--- src/rtl/lec_defines.vh ---
// Constants for the link transmit enhancement control register
`ifndef LEC_DEFINES_VH
`define LEC_DEFINES_VH

`define LEC_REG_OFFSET 8'hF4
`define LEC_RESET_VALUE 32'h00001000
`define LEC_WRITE_MASK 16'hB582
`define LEC_BIT_REORDER_OFF 15
`define LEC_BIT_RSVD_14 14
`define LEC_BIT_THR_HI 13
`define LEC_BIT_THR_LO 12
`define LEC_BIT_TS_STAMP 10
`define LEC_BIT_DV_STAMP 8
`define LEC_BIT_PRIO_ARB 7
`define LEC_BIT_ACCEL 1
`define LEC_THR_RESET 2'h1
`define LEC_THR_SEL_2K 2'h0
`define LEC_THR_SEL_1P7K 2'h1
`define LEC_THR_SEL_1K 2'h2
`define LEC_THR_SEL_512 2'h3
`define LEC_THR_BYTES_2K 12'h800
`define LEC_THR_BYTES_1P7K 12'h6CC
`define LEC_THR_BYTES_1K 12'h400
`define LEC_THR_BYTES_512 12'h200
`define LEC_FMT_MPEG 6'h20
`define LEC_FMT_DV 6'h00

`endif

--- src/rtl/lec_link_tx_enhance.v ---
// Link transmit enhancement control register and AT start control
//
// Summary of operation
// - Enhancements act only with feature gate set
// - Bits 31 to 16 read zero
// - Reorder-off bit stops out-of-order AT pipelining
// - Threshold field picks FIFO start level
// - After underrun, retry uses 2K threshold
// - Start at threshold or whole packet, first
// - Drained partial packet is underrun, hold retry
// - 2K threshold waits for end-of-packet token
// - Zero retries register forces store-and-forward
// - MPEG stamp bit stamps format 20h streams
// - DV stamp bit stamps format 00h streams
// - Priority bit enables priority arbitration answers
// - Acceleration bit advertises 1394a features to PHY
// - Reserved bits read-only, return zero
// - Marked bits cleared only by global reset
// - Single-bit enables reset to zero
// - Host or EEPROM loads writable bits
// - Global reset alone clears marked bits
`timescale 1ns/1ps
`include "lec_defines.vh"

module lec_link_tx_enhance
(
    input wire mclk,
    input wire rst_b,
    input wire global_reset_n,
    input wire cfg_sel,
    input wire cfg_wr,
    input wire cfg_rd,
    input wire [7:0] cfg_addr,
    input wire [3:0] cfg_be,
    input wire [31:0] cfg_wdata,
    output reg [31:0] cfg_rdata,
    output reg cfg_rvalid,
    input wire eeprom_load_valid,
    input wire [15:0] eeprom_load_data,
    input wire phy_feature_gate,
    input wire at_retries_zero,
    input wire at_pkt_queued,
    input wire [11:0] at_fifo_level,
    input wire at_pkt_checked_in,
    input wire at_fifo_empty,
    input wire at_pkt_sent,
    output reg at_tx_start,
    output reg at_underrun,
    output reg at_retry_active,
    output reg at_store_fwd,
    output reg async_tx_reorder_en,
    output reg phy_priority_arb_en,
    output reg phy_accel_notify,
    input wire iso_hdr_valid,
    input wire [5:0] iso_fmt,
    output wire iso_stamp_apply,
    output wire iso_stamp_valid
);

    localparam ST_IDLE = 3'h0;
    localparam ST_FILL = 3'h1;
    localparam ST_SEND = 3'h2;
    localparam ST_HOLD = 3'h3;
    localparam ST_RESEND = 3'h4;

    // Global-reset-only bits
    reg async_tx_reorder_off;
    reg transport_stream_stamp_on;
    reg digital_video_stamp_on;
    reg prio_arb_on;
    reg accel_on;
    // Threshold field is also reset to 1.7K by the function reset
    reg [1:0] thr_sel;

    reg [2:0] state;
    reg [2:0] next_state;
    reg next_tx_start;
    reg next_underrun;
    reg [31:0] next_rdata;

    wire soft_rst_b;
    wire reg_hit;
    wire wr_lo;
    wire wr_hi;
    wire [15:0] load_data;
    wire [15:0] load_lane;
    wire load_any;
    wire [15:0] reg_image;
    wire store_fwd_now;
    wire [11:0] thr_bytes;
    wire start_ok;
    wire rd_take;

    // Byte lanes 3:2 have no storage, so only lanes 1:0 matter
    function [15:0] lane_mask;
        input [1:0] be;
        begin
            lane_mask = {{8{be[1]}}, {8{be[0]}}};
        end
    endfunction

    // Nominal start levels in bytes; 1.7K is taken as 1740
    function [11:0] thr_to_bytes;
        input [1:0] sel;
        begin
            case (sel)
                `LEC_THR_SEL_2K: thr_to_bytes = `LEC_THR_BYTES_2K;
                `LEC_THR_SEL_1P7K: thr_to_bytes = `LEC_THR_BYTES_1P7K;
                `LEC_THR_SEL_1K: thr_to_bytes = `LEC_THR_BYTES_1K;
                `LEC_THR_SEL_512: thr_to_bytes = `LEC_THR_BYTES_512;
                default: thr_to_bytes = `LEC_THR_BYTES_2K;
            endcase
        end
    endfunction

    // Both retry states force store-and-forward until the packet is out
    function in_retry;
        input [2:0] st;
        begin
            in_retry = (st == ST_HOLD) | (st == ST_RESEND);
        end
    endfunction

    assign soft_rst_b = rst_b & global_reset_n;
    assign reg_hit = cfg_sel & (cfg_addr == `LEC_REG_OFFSET);
    assign wr_lo = reg_hit & cfg_wr & cfg_be[0];
    assign wr_hi = reg_hit & cfg_wr & cfg_be[1];
    // One decode shared by read valid and read data
    assign rd_take = cfg_sel & cfg_rd;

    // EEPROM load takes the whole low half; it wins a same-cycle write
    assign load_any = eeprom_load_valid | wr_lo | wr_hi;
    assign load_data = eeprom_load_valid ? eeprom_load_data :
        cfg_wdata[15:0];
    assign load_lane = (eeprom_load_valid ? 16'hFFFF :
        lane_mask({wr_hi, wr_lo})) & `LEC_WRITE_MASK;

    // Function reset leaves these bits alone; only global reset clears them
    always @(posedge mclk or negedge global_reset_n)
    begin
        if (!global_reset_n)
        begin
            async_tx_reorder_off <= 1'b0;
            transport_stream_stamp_on <= 1'b0;
            digital_video_stamp_on <= 1'b0;
            prio_arb_on <= 1'b0;
            accel_on <= 1'b0;
        end
        else if (load_any)
        begin
            if (load_lane[`LEC_BIT_REORDER_OFF])
            begin
                async_tx_reorder_off <= load_data[`LEC_BIT_REORDER_OFF];
            end
            if (load_lane[`LEC_BIT_TS_STAMP])
            begin
                transport_stream_stamp_on <= load_data[`LEC_BIT_TS_STAMP];
            end
            if (load_lane[`LEC_BIT_DV_STAMP])
            begin
                digital_video_stamp_on <= load_data[`LEC_BIT_DV_STAMP];
            end
            if (load_lane[`LEC_BIT_PRIO_ARB])
            begin
                prio_arb_on <= load_data[`LEC_BIT_PRIO_ARB];
            end
            if (load_lane[`LEC_BIT_ACCEL])
            begin
                accel_on <= load_data[`LEC_BIT_ACCEL];
            end
        end
    end

    always @(posedge mclk or negedge soft_rst_b)
    begin
        if (!soft_rst_b)
        begin
            thr_sel <= `LEC_THR_RESET;
        end
        else if (load_any)
        begin
            if (load_lane[`LEC_BIT_THR_HI])
            begin
                thr_sel[1] <= load_data[`LEC_BIT_THR_HI];
            end
            if (load_lane[`LEC_BIT_THR_LO])
            begin
                thr_sel[0] <= load_data[`LEC_BIT_THR_LO];
            end
        end
    end

    // Bit 14 has no storage, so a stray write cannot reach the core
    assign reg_image = {async_tx_reorder_off, 1'b0, thr_sel,
        1'b0, transport_stream_stamp_on, 1'b0,
        digital_video_stamp_on, prio_arb_on, 5'h00,
        accel_on, 1'b0};

    always @*
    begin
        next_rdata = 32'h00000000;
        if (reg_hit)
        begin
            next_rdata = {16'h0000, reg_image};
        end
    end

    // Unmapped offsets read zero rather than stalling the bus
    always @(posedge mclk or negedge soft_rst_b)
    begin
        if (!soft_rst_b)
        begin
            cfg_rdata <= 32'h00000000;
            cfg_rvalid <= 1'b0;
        end
        else
        begin
            cfg_rvalid <= rd_take;
            if (rd_take)
            begin
                cfg_rdata <= next_rdata;
            end
        end
    end

    // Gated enables toward the link core and PHY
    always @(posedge mclk or negedge soft_rst_b)
    begin
        if (!soft_rst_b)
        begin
            async_tx_reorder_en <= 1'b1;
            phy_priority_arb_en <= 1'b0;
            phy_accel_notify <= 1'b0;
        end
        else
        begin
            async_tx_reorder_en <=
                ~(phy_feature_gate & async_tx_reorder_off);
            phy_priority_arb_en <= phy_feature_gate & prio_arb_on;
            phy_accel_notify <= phy_feature_gate & accel_on;
        end
    end

    // Without the gate the threshold is not applied at all
    assign store_fwd_now = ~phy_feature_gate | at_retries_zero |
        (thr_sel == `LEC_THR_SEL_2K);
    assign thr_bytes = thr_to_bytes(thr_sel);
    assign start_ok = at_pkt_checked_in |
        (~store_fwd_now & (at_fifo_level >= thr_bytes));

    // Underrun means the FIFO drained before the whole packet arrived
    always @*
    begin
        next_state = state;
        next_tx_start = 1'b0;
        next_underrun = 1'b0;
        case (state)
            ST_IDLE:
            begin
                if (at_pkt_queued)
                begin
                    next_state = ST_FILL;
                end
            end
            ST_FILL:
            begin
                if (start_ok)
                begin
                    next_tx_start = 1'b1;
                    next_state = ST_SEND;
                end
            end
            ST_SEND:
            begin
                if (at_pkt_sent)
                begin
                    next_state = ST_IDLE;
                end
                else if (at_fifo_empty & ~at_pkt_checked_in)
                begin
                    next_underrun = 1'b1;
                    next_state = ST_HOLD;
                end
            end
            ST_HOLD:
            begin
                if (at_pkt_checked_in)
                begin
                    next_tx_start = 1'b1;
                    next_state = ST_RESEND;
                end
            end
            ST_RESEND:
            begin
                if (at_pkt_sent)
                begin
                    next_state = ST_IDLE;
                end
            end
            default:
            begin
                next_state = ST_IDLE;
            end
        endcase
    end

    // Start and underrun leave as one-cycle pulses
    always @(posedge mclk or negedge soft_rst_b)
    begin
        if (!soft_rst_b)
        begin
            state <= ST_IDLE;
            at_tx_start <= 1'b0;
            at_underrun <= 1'b0;
            at_retry_active <= 1'b0;
            at_store_fwd <= 1'b1;
        end
        else
        begin
            state <= next_state;
            at_tx_start <= next_tx_start;
            at_underrun <= next_underrun;
            // Retry keeps the 2K threshold until the packet goes out
            at_retry_active <= in_retry(next_state);
            at_store_fwd <= store_fwd_now | in_retry(next_state);
        end
    end

    lec_cip_stamp u_cip_stamp
    (
        .mclk(mclk),
        .rst_b(soft_rst_b),
        .feature_gate(phy_feature_gate),
        .transport_stream_stamp_on(transport_stream_stamp_on),
        .digital_video_stamp_on(digital_video_stamp_on),
        .iso_hdr_valid(iso_hdr_valid),
        .iso_fmt(iso_fmt),
        .iso_stamp_apply(iso_stamp_apply),
        .iso_stamp_valid(iso_stamp_valid)
    );

endmodule

--- src/rtl/lec_cip_stamp.v ---
// Per-packet CIP timestamp enhancement selector
`timescale 1ns/1ps
`include "lec_defines.vh"

module lec_cip_stamp
(
    input wire mclk,
    input wire rst_b,
    input wire feature_gate,
    input wire transport_stream_stamp_on,
    input wire digital_video_stamp_on,
    input wire iso_hdr_valid,
    input wire [5:0] iso_fmt,
    output reg iso_stamp_apply,
    output reg iso_stamp_valid
);

    wire is_mpeg;
    wire is_dv;
    wire next_apply;

    assign is_mpeg = (iso_fmt == `LEC_FMT_MPEG);
    assign is_dv = (iso_fmt == `LEC_FMT_DV);
    // Enables only count while the feature gate is up
    assign next_apply = feature_gate &
        ((transport_stream_stamp_on & is_mpeg) |
         (digital_video_stamp_on & is_dv));

    always @(posedge mclk or negedge rst_b)
    begin
        if (!rst_b)
        begin
            iso_stamp_apply <= 1'b0;
            iso_stamp_valid <= 1'b0;
        end
        else
        begin
            iso_stamp_valid <= iso_hdr_valid;
            if (iso_hdr_valid)
            begin
                iso_stamp_apply <= next_apply;
            end
        end
    end

endmodule

--- config.mk ---
export PLATFORM = sky130hd
export DESIGN_NAME = lec_link_tx_enhance
export DESIGN_NICKNAME = d
export VERILOG_FILES = /design/src/rtl/lec_link_tx_enhance.v /design/src/rtl/lec_cip_stamp.v
export VERILOG_INCLUDE_DIRS = /design/src /design/src/rtl
export SDC_FILE = /design/constraint.sdc
export NUM_CORES = 1
export LEC_CHECK = 0
export BUFFER_PORTS_ARGS = -buffer_cell sky130_fd_sc_hd__buf_2
export CAP_MARGIN = 25
export CELL_PAD_IN_SITES_DETAIL_PLACEMENT = 0
export CELL_PAD_IN_SITES_GLOBAL_PLACEMENT = 1
export CORE_ASPECT_RATIO = 0.7
export CORE_MARGIN = 2
export CORE_UTILIZATION = 24
export CTS_CLUSTER_SIZE = 20
export DETAILED_ROUTE_END_ITERATION = 8
export PLACE_DENSITY_LB_ADDON = 0.15
export REMOVE_ABC_BUFFERS = 1
export SYNTH_ARGS = -nofsm -noshare
export SYNTH_HDL_FRONTEND = slang
export SYNTH_SLANG_ARGS = --single-unit
--- constraint.sdc ---
create_clock -name mclk -period 2.4 [get_ports mclk]
set_input_delay 0.12 -clock mclk [delete_from_list [all_inputs] [get_ports mclk]]
set_output_delay 0.12 -clock mclk [all_outputs]
set_load 0.02 [all_outputs]
Word-level counts from Yosys, hierarchy flattened

Cells that the tools add are included.

Register bits after elaboration: 52
Bits of input ports: 92
Output and inout bits: 42
Word-level logic and storage cells: 84

Order comparisons: 1
Eq/ne operators: 11
Muxes and demuxes: 17
Bitwise operators: 26
Reductions and logical operators: 10

Operators with widths:

| cell                                                             | count |
|---|---|
| 16-bit 2-to-1 mux                                                | 3 |
| 12-bit case mux with 4 select lines                              | 1 |
| 3-bit 2-to-1 mux                                                 | 6 |
| 3-bit case mux with 5 select lines                               | 1 |
| 1-bit bitwise AND                                                | 14 |
| 2-bit AND reduction                                              | 7 |
| 12-bit >= comparator                                             | 1 |
| 3-bit by 2-bit == test with 1-bit output (second input constant) | 3 |
| 8-bit == test (second input constant)                            | 1 |
| 1-bit bitwise OR                                                 | 8 |
| 3-bit == test (second input constant)                            | 2 |
| 6-bit == test (second input constant)                            | 1 |
| 6-bit logical NOT                                                | 1 |
| 1-bit 2-to-1 mux                                                 | 5 |
| 2-bit == test (second input constant)                            | 2 |
| 1-bit NOT                                                        | 4 |
| 3-bit by 1-bit == test with 1-bit output (second input constant) | 1 |
| 3-bit logical NOT                                                | 1 |
| 2-bit by 1-bit == test with 1-bit output (second input constant) | 1 |
| 2-bit logical NOT                                                | 1 |
| 1-bit case mux with 2 select lines                               | 1 |

Logic depth before layout (Yosys ltp)

Gate-level depths: netlist of run 1.

Word-level depth: 11
Depth in mapped cells: 10
Depth with buffers taken out: 10

By module

Synthesis of run 1 repeated with hierarchy kept, for this count alone.

Cell total of the unflattened synthesis: 162
Area, all modules: 1,661.6 µm²

By module, submodules not included:

| module              | instances | cells an instance | area an instance (µm²) | sequential area each (µm²) |
|---|---|---|---|---|
| lec_link_tx_enhance | 1         | 155               | 1,567.8                | 629.4 |
| lec_cip_stamp       | 1         | 7                 | 93.8                   | 50.0 |

Worst setup path before layout of run 1

OpenSTA, ideal clock, no wires.

Kind: reg-to-reg
Start point: register thr_sel[0]
End point: register at_retry_active
Library setup time: 0.131 ns
Data arrival time: 2.126 ns
Required time: 2.269 ns
Slack: 0.142 ns
Cell stages (with the launch flop): 11
Buffers on the path: 0
Clock period less this slack: 2.258 ns
Cells stage by stage: dfstp_2 -> inv_1 -> ha_1 -> inv_1 -> o21ai_0 -> ha_1 -> and4b_1 -> o311a_1 -> a211oi_2 -> a2111oi_4 -> o21bai_1

Cells in the longest elaborated chain, start to end: 9
Elaborated cells between the ends (all ways): 15
Those cells by class: 1 x order compare; 5 x eq/ne; 3 x mux; 5 x bitwise; 1 x reduce/logical

Ends and longest elaborated chain:

| element                                                                   | RTL line                                             | RTL |
|---|---|---|
| start: declaration                                                        | lec_link_tx_enhance.v:73                             | `reg [1:0] thr_sel;` |
| start signal: assignment                                                  | lec_link_tx_enhance.v:178                            | `` thr_sel <= `LEC_THR_RESET; `` |
| start signal: assignment                                                  | lec_link_tx_enhance.v:188                            | `` thr_sel[0] <= load_data[`LEC_BIT_THR_LO]; `` |
| 2-bit == test (tied with other cells)                                     | lec_link_tx_enhance.v:106                            | `case (sel)` |
| 12-bit case mux with 4 select lines or 1-bit bitwise OR (tied branches)   | lec_link_tx_enhance.v:106, lec_link_tx_enhance.v:245 |  |
| 12-bit >= comparator or 1-bit NOT (tied branches)                         | lec_link_tx_enhance.v:249                            | `(~store_fwd_now & (at_fifo_level >= thr_bytes));` |
| 1-bit bitwise AND (*)                                                     | lec_link_tx_enhance.v:249                            |  |
| 1-bit bitwise OR (*)                                                      | lec_link_tx_enhance.v:248                            | `assign start_ok = at_pkt_checked_in \|` |
| 3-bit 2-to-1 mux (*)                                                      | lec_link_tx_enhance.v:267                            | `if (start_ok)` |
| 3-bit case mux with 5 select lines (*)                                    | lec_link_tx_enhance.v:257                            | `case (state)` |
| 3-bit by 2-bit == test with 1-bit output or 3-bit == test (tied branches) | lec_link_tx_enhance.v:120                            | `in_retry = (st == ST_HOLD) \| (st == ST_RESEND);` |
| 1-bit bitwise OR (*)                                                      | lec_link_tx_enhance.v:120                            |  |
| end signal: assignment                                                    | lec_link_tx_enhance.v:324                            | `at_retry_active <= in_retry(next_state);` |
| end: declaration                                                          | lec_link_tx_enhance.v:49                             | `output reg at_retry_active,` |

Every way passes the cells marked *; elsewhere a longest branch is shown, timed or not. The select of a mux whose other input is x is not followed.
A chain may end at the register's enable or synchronous reset.

Final worst setup path of run 1

Same ends and word-level chain as after synthesis.

==> results of run 1 <==
[cells by family (layout without fill, tap and decap cells)]
group / after synthesis / in the layout / synth area share (%)
other cells: 1 / 25 / 0.228
simple gates: 44 / 44 / 15.4
compound gates: 34 / 34 / 15.5
mux: 8 / 8 / 4.86
flops: 27 / 27 / 41.3
buf+inv: 38 / 98 / 14.4
fa+ha+maj: 11 / 11 / 8.36
[worst reg2reg max path, cell delays in order (launching register included)]
cell       delay, ns
dfstp_2         0.57
inv_2           0.06
ha_4            0.26
inv_1           0.06
ha_4            0.26
and4b_1         0.22
o311a_1         0.22
a211oi_4        0.06
a2111oi_4       0.42
o21bai_1        0.14
[synth_stat cells (all sizes together)]
cell / number / share of area (%)
or3: 1 / 0.38
ha: 11 / 8.4
nor3: 4 / 1.8
nand4: 2 / 0.76
and2: 4 / 1.5
a211oi: 1 / 0.76
o22ai: 1 / 0.38
and4bb: 1 / 0.76
o21bai: 2 / 0.91
o41ai: 1 / 0.53
o311a: 1 / 0.61
nor4bb: 1 / 0.61
a31oi: 2 / 0.76
nor2: 6 / 1.4
nand3b: 2 / 0.91
conb: 1 / 0.23
nand3: 2 / 0.61
o211ai: 1 / 0.46
buf: 26 / 12
o21ai: 10 / 3.0
dfstp: 3 / 4.8
nor4: 1 / 1.3
a21oi: 5 / 1.5
o32ai: 1 / 0.53
inv: 11 / 2.5
dfrtp: 24 / 36
nand2b: 1 / 0.38
nand2: 16 / 3.6
a22o: 8 / 4.3
a2111oi: 1 / 1.7
and4b: 1 / 0.61
nor2b: 2 / 0.76
clkbuf: 1 / 0.23
mux2i: 8 / 4.9
[report_power, final]
group | total (W) | switching (W) | leakage (nW) | internal (W)
combinational | 0.000465 | 0.000266 | 0.785 | 0.000199
clock | 0.000258 | 0.000141 | 0.0255 | 0.000116
sequential | 0.000564 | 0.0000500 | 0.347 | 0.000514
total | 0.00129 | 0.000457 | 1.16 | 0.000829
[final cells by class]
| cell class | instances | area share (%) |
|---|---|---|
| Sequential cell | 27 | 30.9 |
| Inverter | 11 | 1.88 |
| Clock inverter | 1 | 0.227 |
| Timing Repair Buffer | 83 | 20.6 |
| Clock buffer | 3 | 1.88 |
| Multi-Input combinational cell | 122 | 39.2 |
| Tap cell | 94 | 5.34 |
[repair_timing]
action,in CTS,in global routing
resized for setup,2,10
hold buffers,3,0
setup endpoints to repair,2,4
buffers inserted,0,1
pin swaps,5,7
hold endpoints to repair,25,0
[placed cells by master (no fill, tap or decap), drive strengths merged, types with 5 or more instances in the layout]
cell and instances:
o21ai 10, dfrtp 24, conb 25, a21oi 5
inv 11, ha 11, nand2 16, a22o 8
mux2i 8, buf 80, nor2 6
[layer usage]
layer / part of all wire [%] / vias up / global-route usage (%)
li1: - / 689 / -
met1: 50 / 612 / 14.4
met2: 43 / 56 / 14.4
met3: 6.4 / 2 / 2.66
met4: 0.64 / 0 / 1.32
met5: 0 / - / 0
[worst max path at each step]
stage / cells after the start / slack [ns] / from / endpoint
floorplan: 10 / 0.14 / thr_sel[0] / at_retry_active
global placement: 10 / -0.05 / thr_sel[0] / at_retry_active
detailed placement: 10 / -0.03 / thr_sel[0] / at_retry_active
CTS: 8 / 0.004 / thr_sel[0] / at_retry_active
global route: 9 / -0.13 / thr_sel[1] / at_retry_active
finish: 9 / 0.009 / thr_sel[0] / at_retry_active
[through the flow]
step	worst slack, ns	std cells
CTS	0.00376	340
global route	-0.128	341
global placement	-0.0521	333
detailed placement	-0.0290	333
finish	0.00905	341
floorplan	0.142	160
==> impl_metrics.tcl, run 1 <==
set metrics [dict create \
    start_util_pct 24.6 \
    ys_seq_area_share_pct 41.3 \
    hold_start "phy_feature_gate" \
    p_total_w 0.00129 \
    viasPerCell 3.99 \
    cp_cell_sequence "inv_2 > ha_4 > inv_1 > ha_4 > and4b_1 > o311a_1 > a211oi_4 > a2111oi_4 > o21bai_1" \
    finish.utilization_pct 32.9 \
    detail-route-antenna-nets 0 \
    yosysWarnings 0 \
    holdPathStages 2 \
    cp_slowest_stage_delay_ns 0.57 \
    setup_viol 0 \
    antenna_found_initial 0 \
    netlist-cell-type-count 38 \
    fp.coreArea_mm2 0.00669 \
    power_leakage_nw 1.16 \
    place_congestion 0.747 \
    worst_path_max_delay_cell "dfstp_2" \
    clock.fmax_mhz 418 \
    clkLatencyLatePin_ns 0.27 \
    avgSynthCellArea_um2 10.1 \
    synth_seq_cells 27 \
    grt_pass1_vias 1166 \
    critPathKind "reg -> reg" \
    power_density_mw_per_mm2 585 \
    reg2reg_to "at_retry_active" \
    drtPass1Iterations 4 \
    grt_pass1_wl_mm 5.72 \
    critPathRequiredTime_ns 2.55 \
    multi_input_area_um2 862 \
    io_buffers 72 \
    placed_area_mm2 0.00207 \
    hold_viol_final 0 \
    worstReg2RegStart "thr_sel[0]" \
    maxSlewHeadroom_pct 50.5 \
    dp_hpwl_mm 3.07 \
    hold_path_end "async_tx_reorder_en" \
    fin_crit_ns 2.39 \
    arrival_ns 2.54 \
    syn_area_mm2 0.00165 \
    die_area_mm2 0.00755 \
    routed_wl_mm 3.75 \
    setup_tns_ns 0 \
    skew_ns 0.00109 \
    die_w_um 103 \
    largest_reg_flops 7 \
    syn_to_final_growth_pct 33.7 \
    seqCellArea_um2 679 \
    top_regs "cfg_rdata: 7 flops, state: 3 flops, thr_sel: 2 flops" \
    worst_setup_path_end_kind "register" \
    worst_pin_slew_ns 0.738 \
    min_path_type "in -> reg" \
    drc 0 \
    final_area_mm2 0.00220 \
    maxCapViolCount 0 \
    worstPathBufferInverterCount 2 \
    synthCells 163 \
    finalNetCount 351 \
    diodes 0 \
    timing.critical_path.mode_cell "ha_4" \
    rsz0062_at_grt "true" \
    run_status "finished, final reports clean" \
    final_max_slew_viol_count 0 \
    top_register "cfg_rdata" \
    rows 25 \
    die_h_um 73.3 \
    num_io_pins 134 \
    h-tree-depth 1 \
    worst-r2r-cell-count 9 \
    cts-root-buf "clkbuf_8" \
    grt_max_degree 23 \
    critPathMaxFanout 3 \
    vias 1359 \
    grt_remaining_overflow 0 \
    clock_sinks 27 \
    wl_per_cell_um 11.0 \
    clk_pin_slew_ns 0.09 \
    first_iter_violations 26 \
    fin_crit_sh_pct 99.6 \
    worstSetupStartpointType "register" \
    nFillCells 724 \
    cts_tree "done" \
    drive_above_1_share_pct 40.9 \
    r2r_slack_ns 0.009 \
    grt_usage_pct 9.71 \
    cts_buffers 3 \
    fin_hold_ws_ns 0.0385 \
    critical_path.top_delay_family "compound AO/OA/AOI/OAI gates" \
    ir_worst_vdd_uv 294 \
    clockBufferDepth 2 \
]
(Power assumes the default switching activity.)
==> inputs of run 2 (changes only) <==
- HOLD_SLACK_MARGIN: unset -> 0.02
- REMOVE_ABC_BUFFERS: 1 -> unset
- clock period: 2.4 -> 2.1 ns (I/O delays scaled with it)
==> impl_metrics.tcl, run 2 (synthesis gave the netlist of run 1 again) <==
set metrics [dict create \
    run_status "finished with violations" \
    violations "negative setup slack" \
    setup_ws_ns -0.176 \
    dp_hpwl_mm 3.14 \
    fin_crit_ns 2.28 \
    mostFrequentLayoutCells "buf_2, conb_1, dfrtp_1, nand2_1, o21ai_1" \
    maxCapViolCount 0 \
    place_congestion 0.732 \
    p_total_w 0.00149 \
    grt_pass1_vias 1227 \
    cts_buffers 3 \
    top_register "cfg_rdata" \
    place_inst 330 \
    finalNonFillerCells 340 \
    pre_cts_slack_ns -0.208 \
    wl_per_cell_um 11.0 \
    setup_tns_ns -0.609 \
    rsz0062_at_grt "true" \
    largest_reg_flops 7 \
    cts-root-buf "clkbuf_8" \
    grt_remaining_overflow 0 \
    h-tree-depth 1 \
    clkLatencyLatePin_ns 0.27 \
    vias 1329 \
    finalNetCount 350 \
    die_w_um 103 \
    routed_wl_mm 3.72 \
    cts_tree "done" \
    clk_pin_slew_ns 0.09 \
    diodes 0 \
    arrival_ns 2.43 \
    fin_crit_sh_pct 108 \
    clock.fmax_mhz 439 \
    final_max_slew_viol_count 0 \
    worst_pin_slew_ns 0.726 \
    min_path_type "in -> reg" \
    critPathMaxFanout 4 \
    drtPass1Iterations 4 \
    grt_usage_pct 9.71 \
    worst_setup_path_end_kind "register" \
    power_density_mw_per_mm2 671 \
    num_io_pins 134 \
    syn_to_final_growth_pct 34.6 \
    drc 0 \
    grt_max_degree 23 \
    hold_viol_final 0 \
    io_buffers 72 \
    setup_viol 5 \
    grt_pass1_wl_mm 5.64 \
    fp.coreArea_mm2 0.00669 \
    detail-route-antenna-nets 0 \
    worstSetupStartpointType "register" \
    maxSlewHeadroom_pct 51.4 \
    critPathRequiredTime_ns 2.25 \
    power_leakage_nw 1.16 \
    drive_above_1_share_pct 41.5 \
    viasPerCell 3.91 \
    finish.utilization_pct 33.1 \
    critPathKind "reg -> reg" \
    top_regs "cfg_rdata: 7 flops, state: 3 flops, thr_sel: 2 flops" \
    start_util_pct 24.6 \
    final_common_cell "buf_2" \
    first_iter_violations 18 \
    die_h_um 73.3 \
    clockBufferDepth 2 \
    clock_sinks 27 \
    ir_worst_vdd_uv 249 \
    die_area_mm2 0.00755 \
    rows 25 \
    skew_ns 0.00249 \
    antenna_found_initial 0 \
]
[run 2: cell types whose count changed in the layout (fill, tap and decap cells not counted), sizes merged]
cell / before / now
buf: 80 / 79
clkbuf: 3 / 4
clkinv: 1 / 0
[run 2: final cells by class]
type / instances / area (um2)
clock buffers: 4 / 45.0
inverters: 11 / 41.3
flip-flops and latches: 27 / 679
fillers: 725 / 4480
well taps: 94 / 118
repair buffers: 82 / 455
multi-input cells: 122 / 877
[run 2: timing repair]
item,4_1_cts,5_1_grt
pin swaps,2,2
gates resized for setup,2,3
hold buffers,3,0
endpoints found under the hold margin,25,0
setup buffers,2,1
cloned,0,0
setup endpoints to repair,5,5
[run 2: critical path: stages (launching register included)]
cell and delay, ns:
dfstp_2 0.59, inv_2 0.06, ha_4 0.26, inv_2 0.04
ha_4 0.25, and4b_1 0.22, o311a_1 0.22, a211oi_4 0.07
a2111oi_4 0.36, o21bai_1 0.10
[run 2: worst paths after layout]
kind | cells past startpoint | startpoint | slack (ns) | to
max | 9 | thr_sel[0] | -0.18 | at_retry_active
min | 2 | at_pkt_sent | 0.05 | at_underrun
max reg2reg | 9 | thr_sel[0] | -0.18 | at_retry_active
min reg2reg | 1 | async_tx_reorder_off | 0.45 | async_tx_reorder_en
max in group asynchronous | 4 | global_reset_n | 1.27 | thr_sel[0]
min in group asynchronous | 2 | global_reset_n | 0.17 | accel_on
[run 2: layer usage]
| metal | wire [um] | global-route usage, % | vias to the layer above |
|---|---|---|---|
| met1 | 1800 | 13.9 | 574 |
| li1 | - | - | 690 |
| met4 | 0 | 0.877 | 0 |
| met3 | 413 | 3.90 | 0 |
| met2 | 1510 | 14.4 | 65 |
| met5 | 0 | 0 | - |
[run 2: per-stage QoR]
stage          cell area (um2)  hold WS [ns]
3_3_place_gp              2100       -0.0673
3_5_place_dp              2100       -0.0708
6_report                  2220        0.0501
4_1_cts                   2200        0.0421
5_1_grt                   2220        0.0485
2_1_floorplan             1770        -0.191
[run 2: power by group]
group / total [W] / internal, W / switching [W]
combinational: 0.000548 / 0.000239 / 0.000309
clock: 0.000294 / 0.000136 / 0.000158
sequential: 0.000644 / 0.000587 / 0.0000568
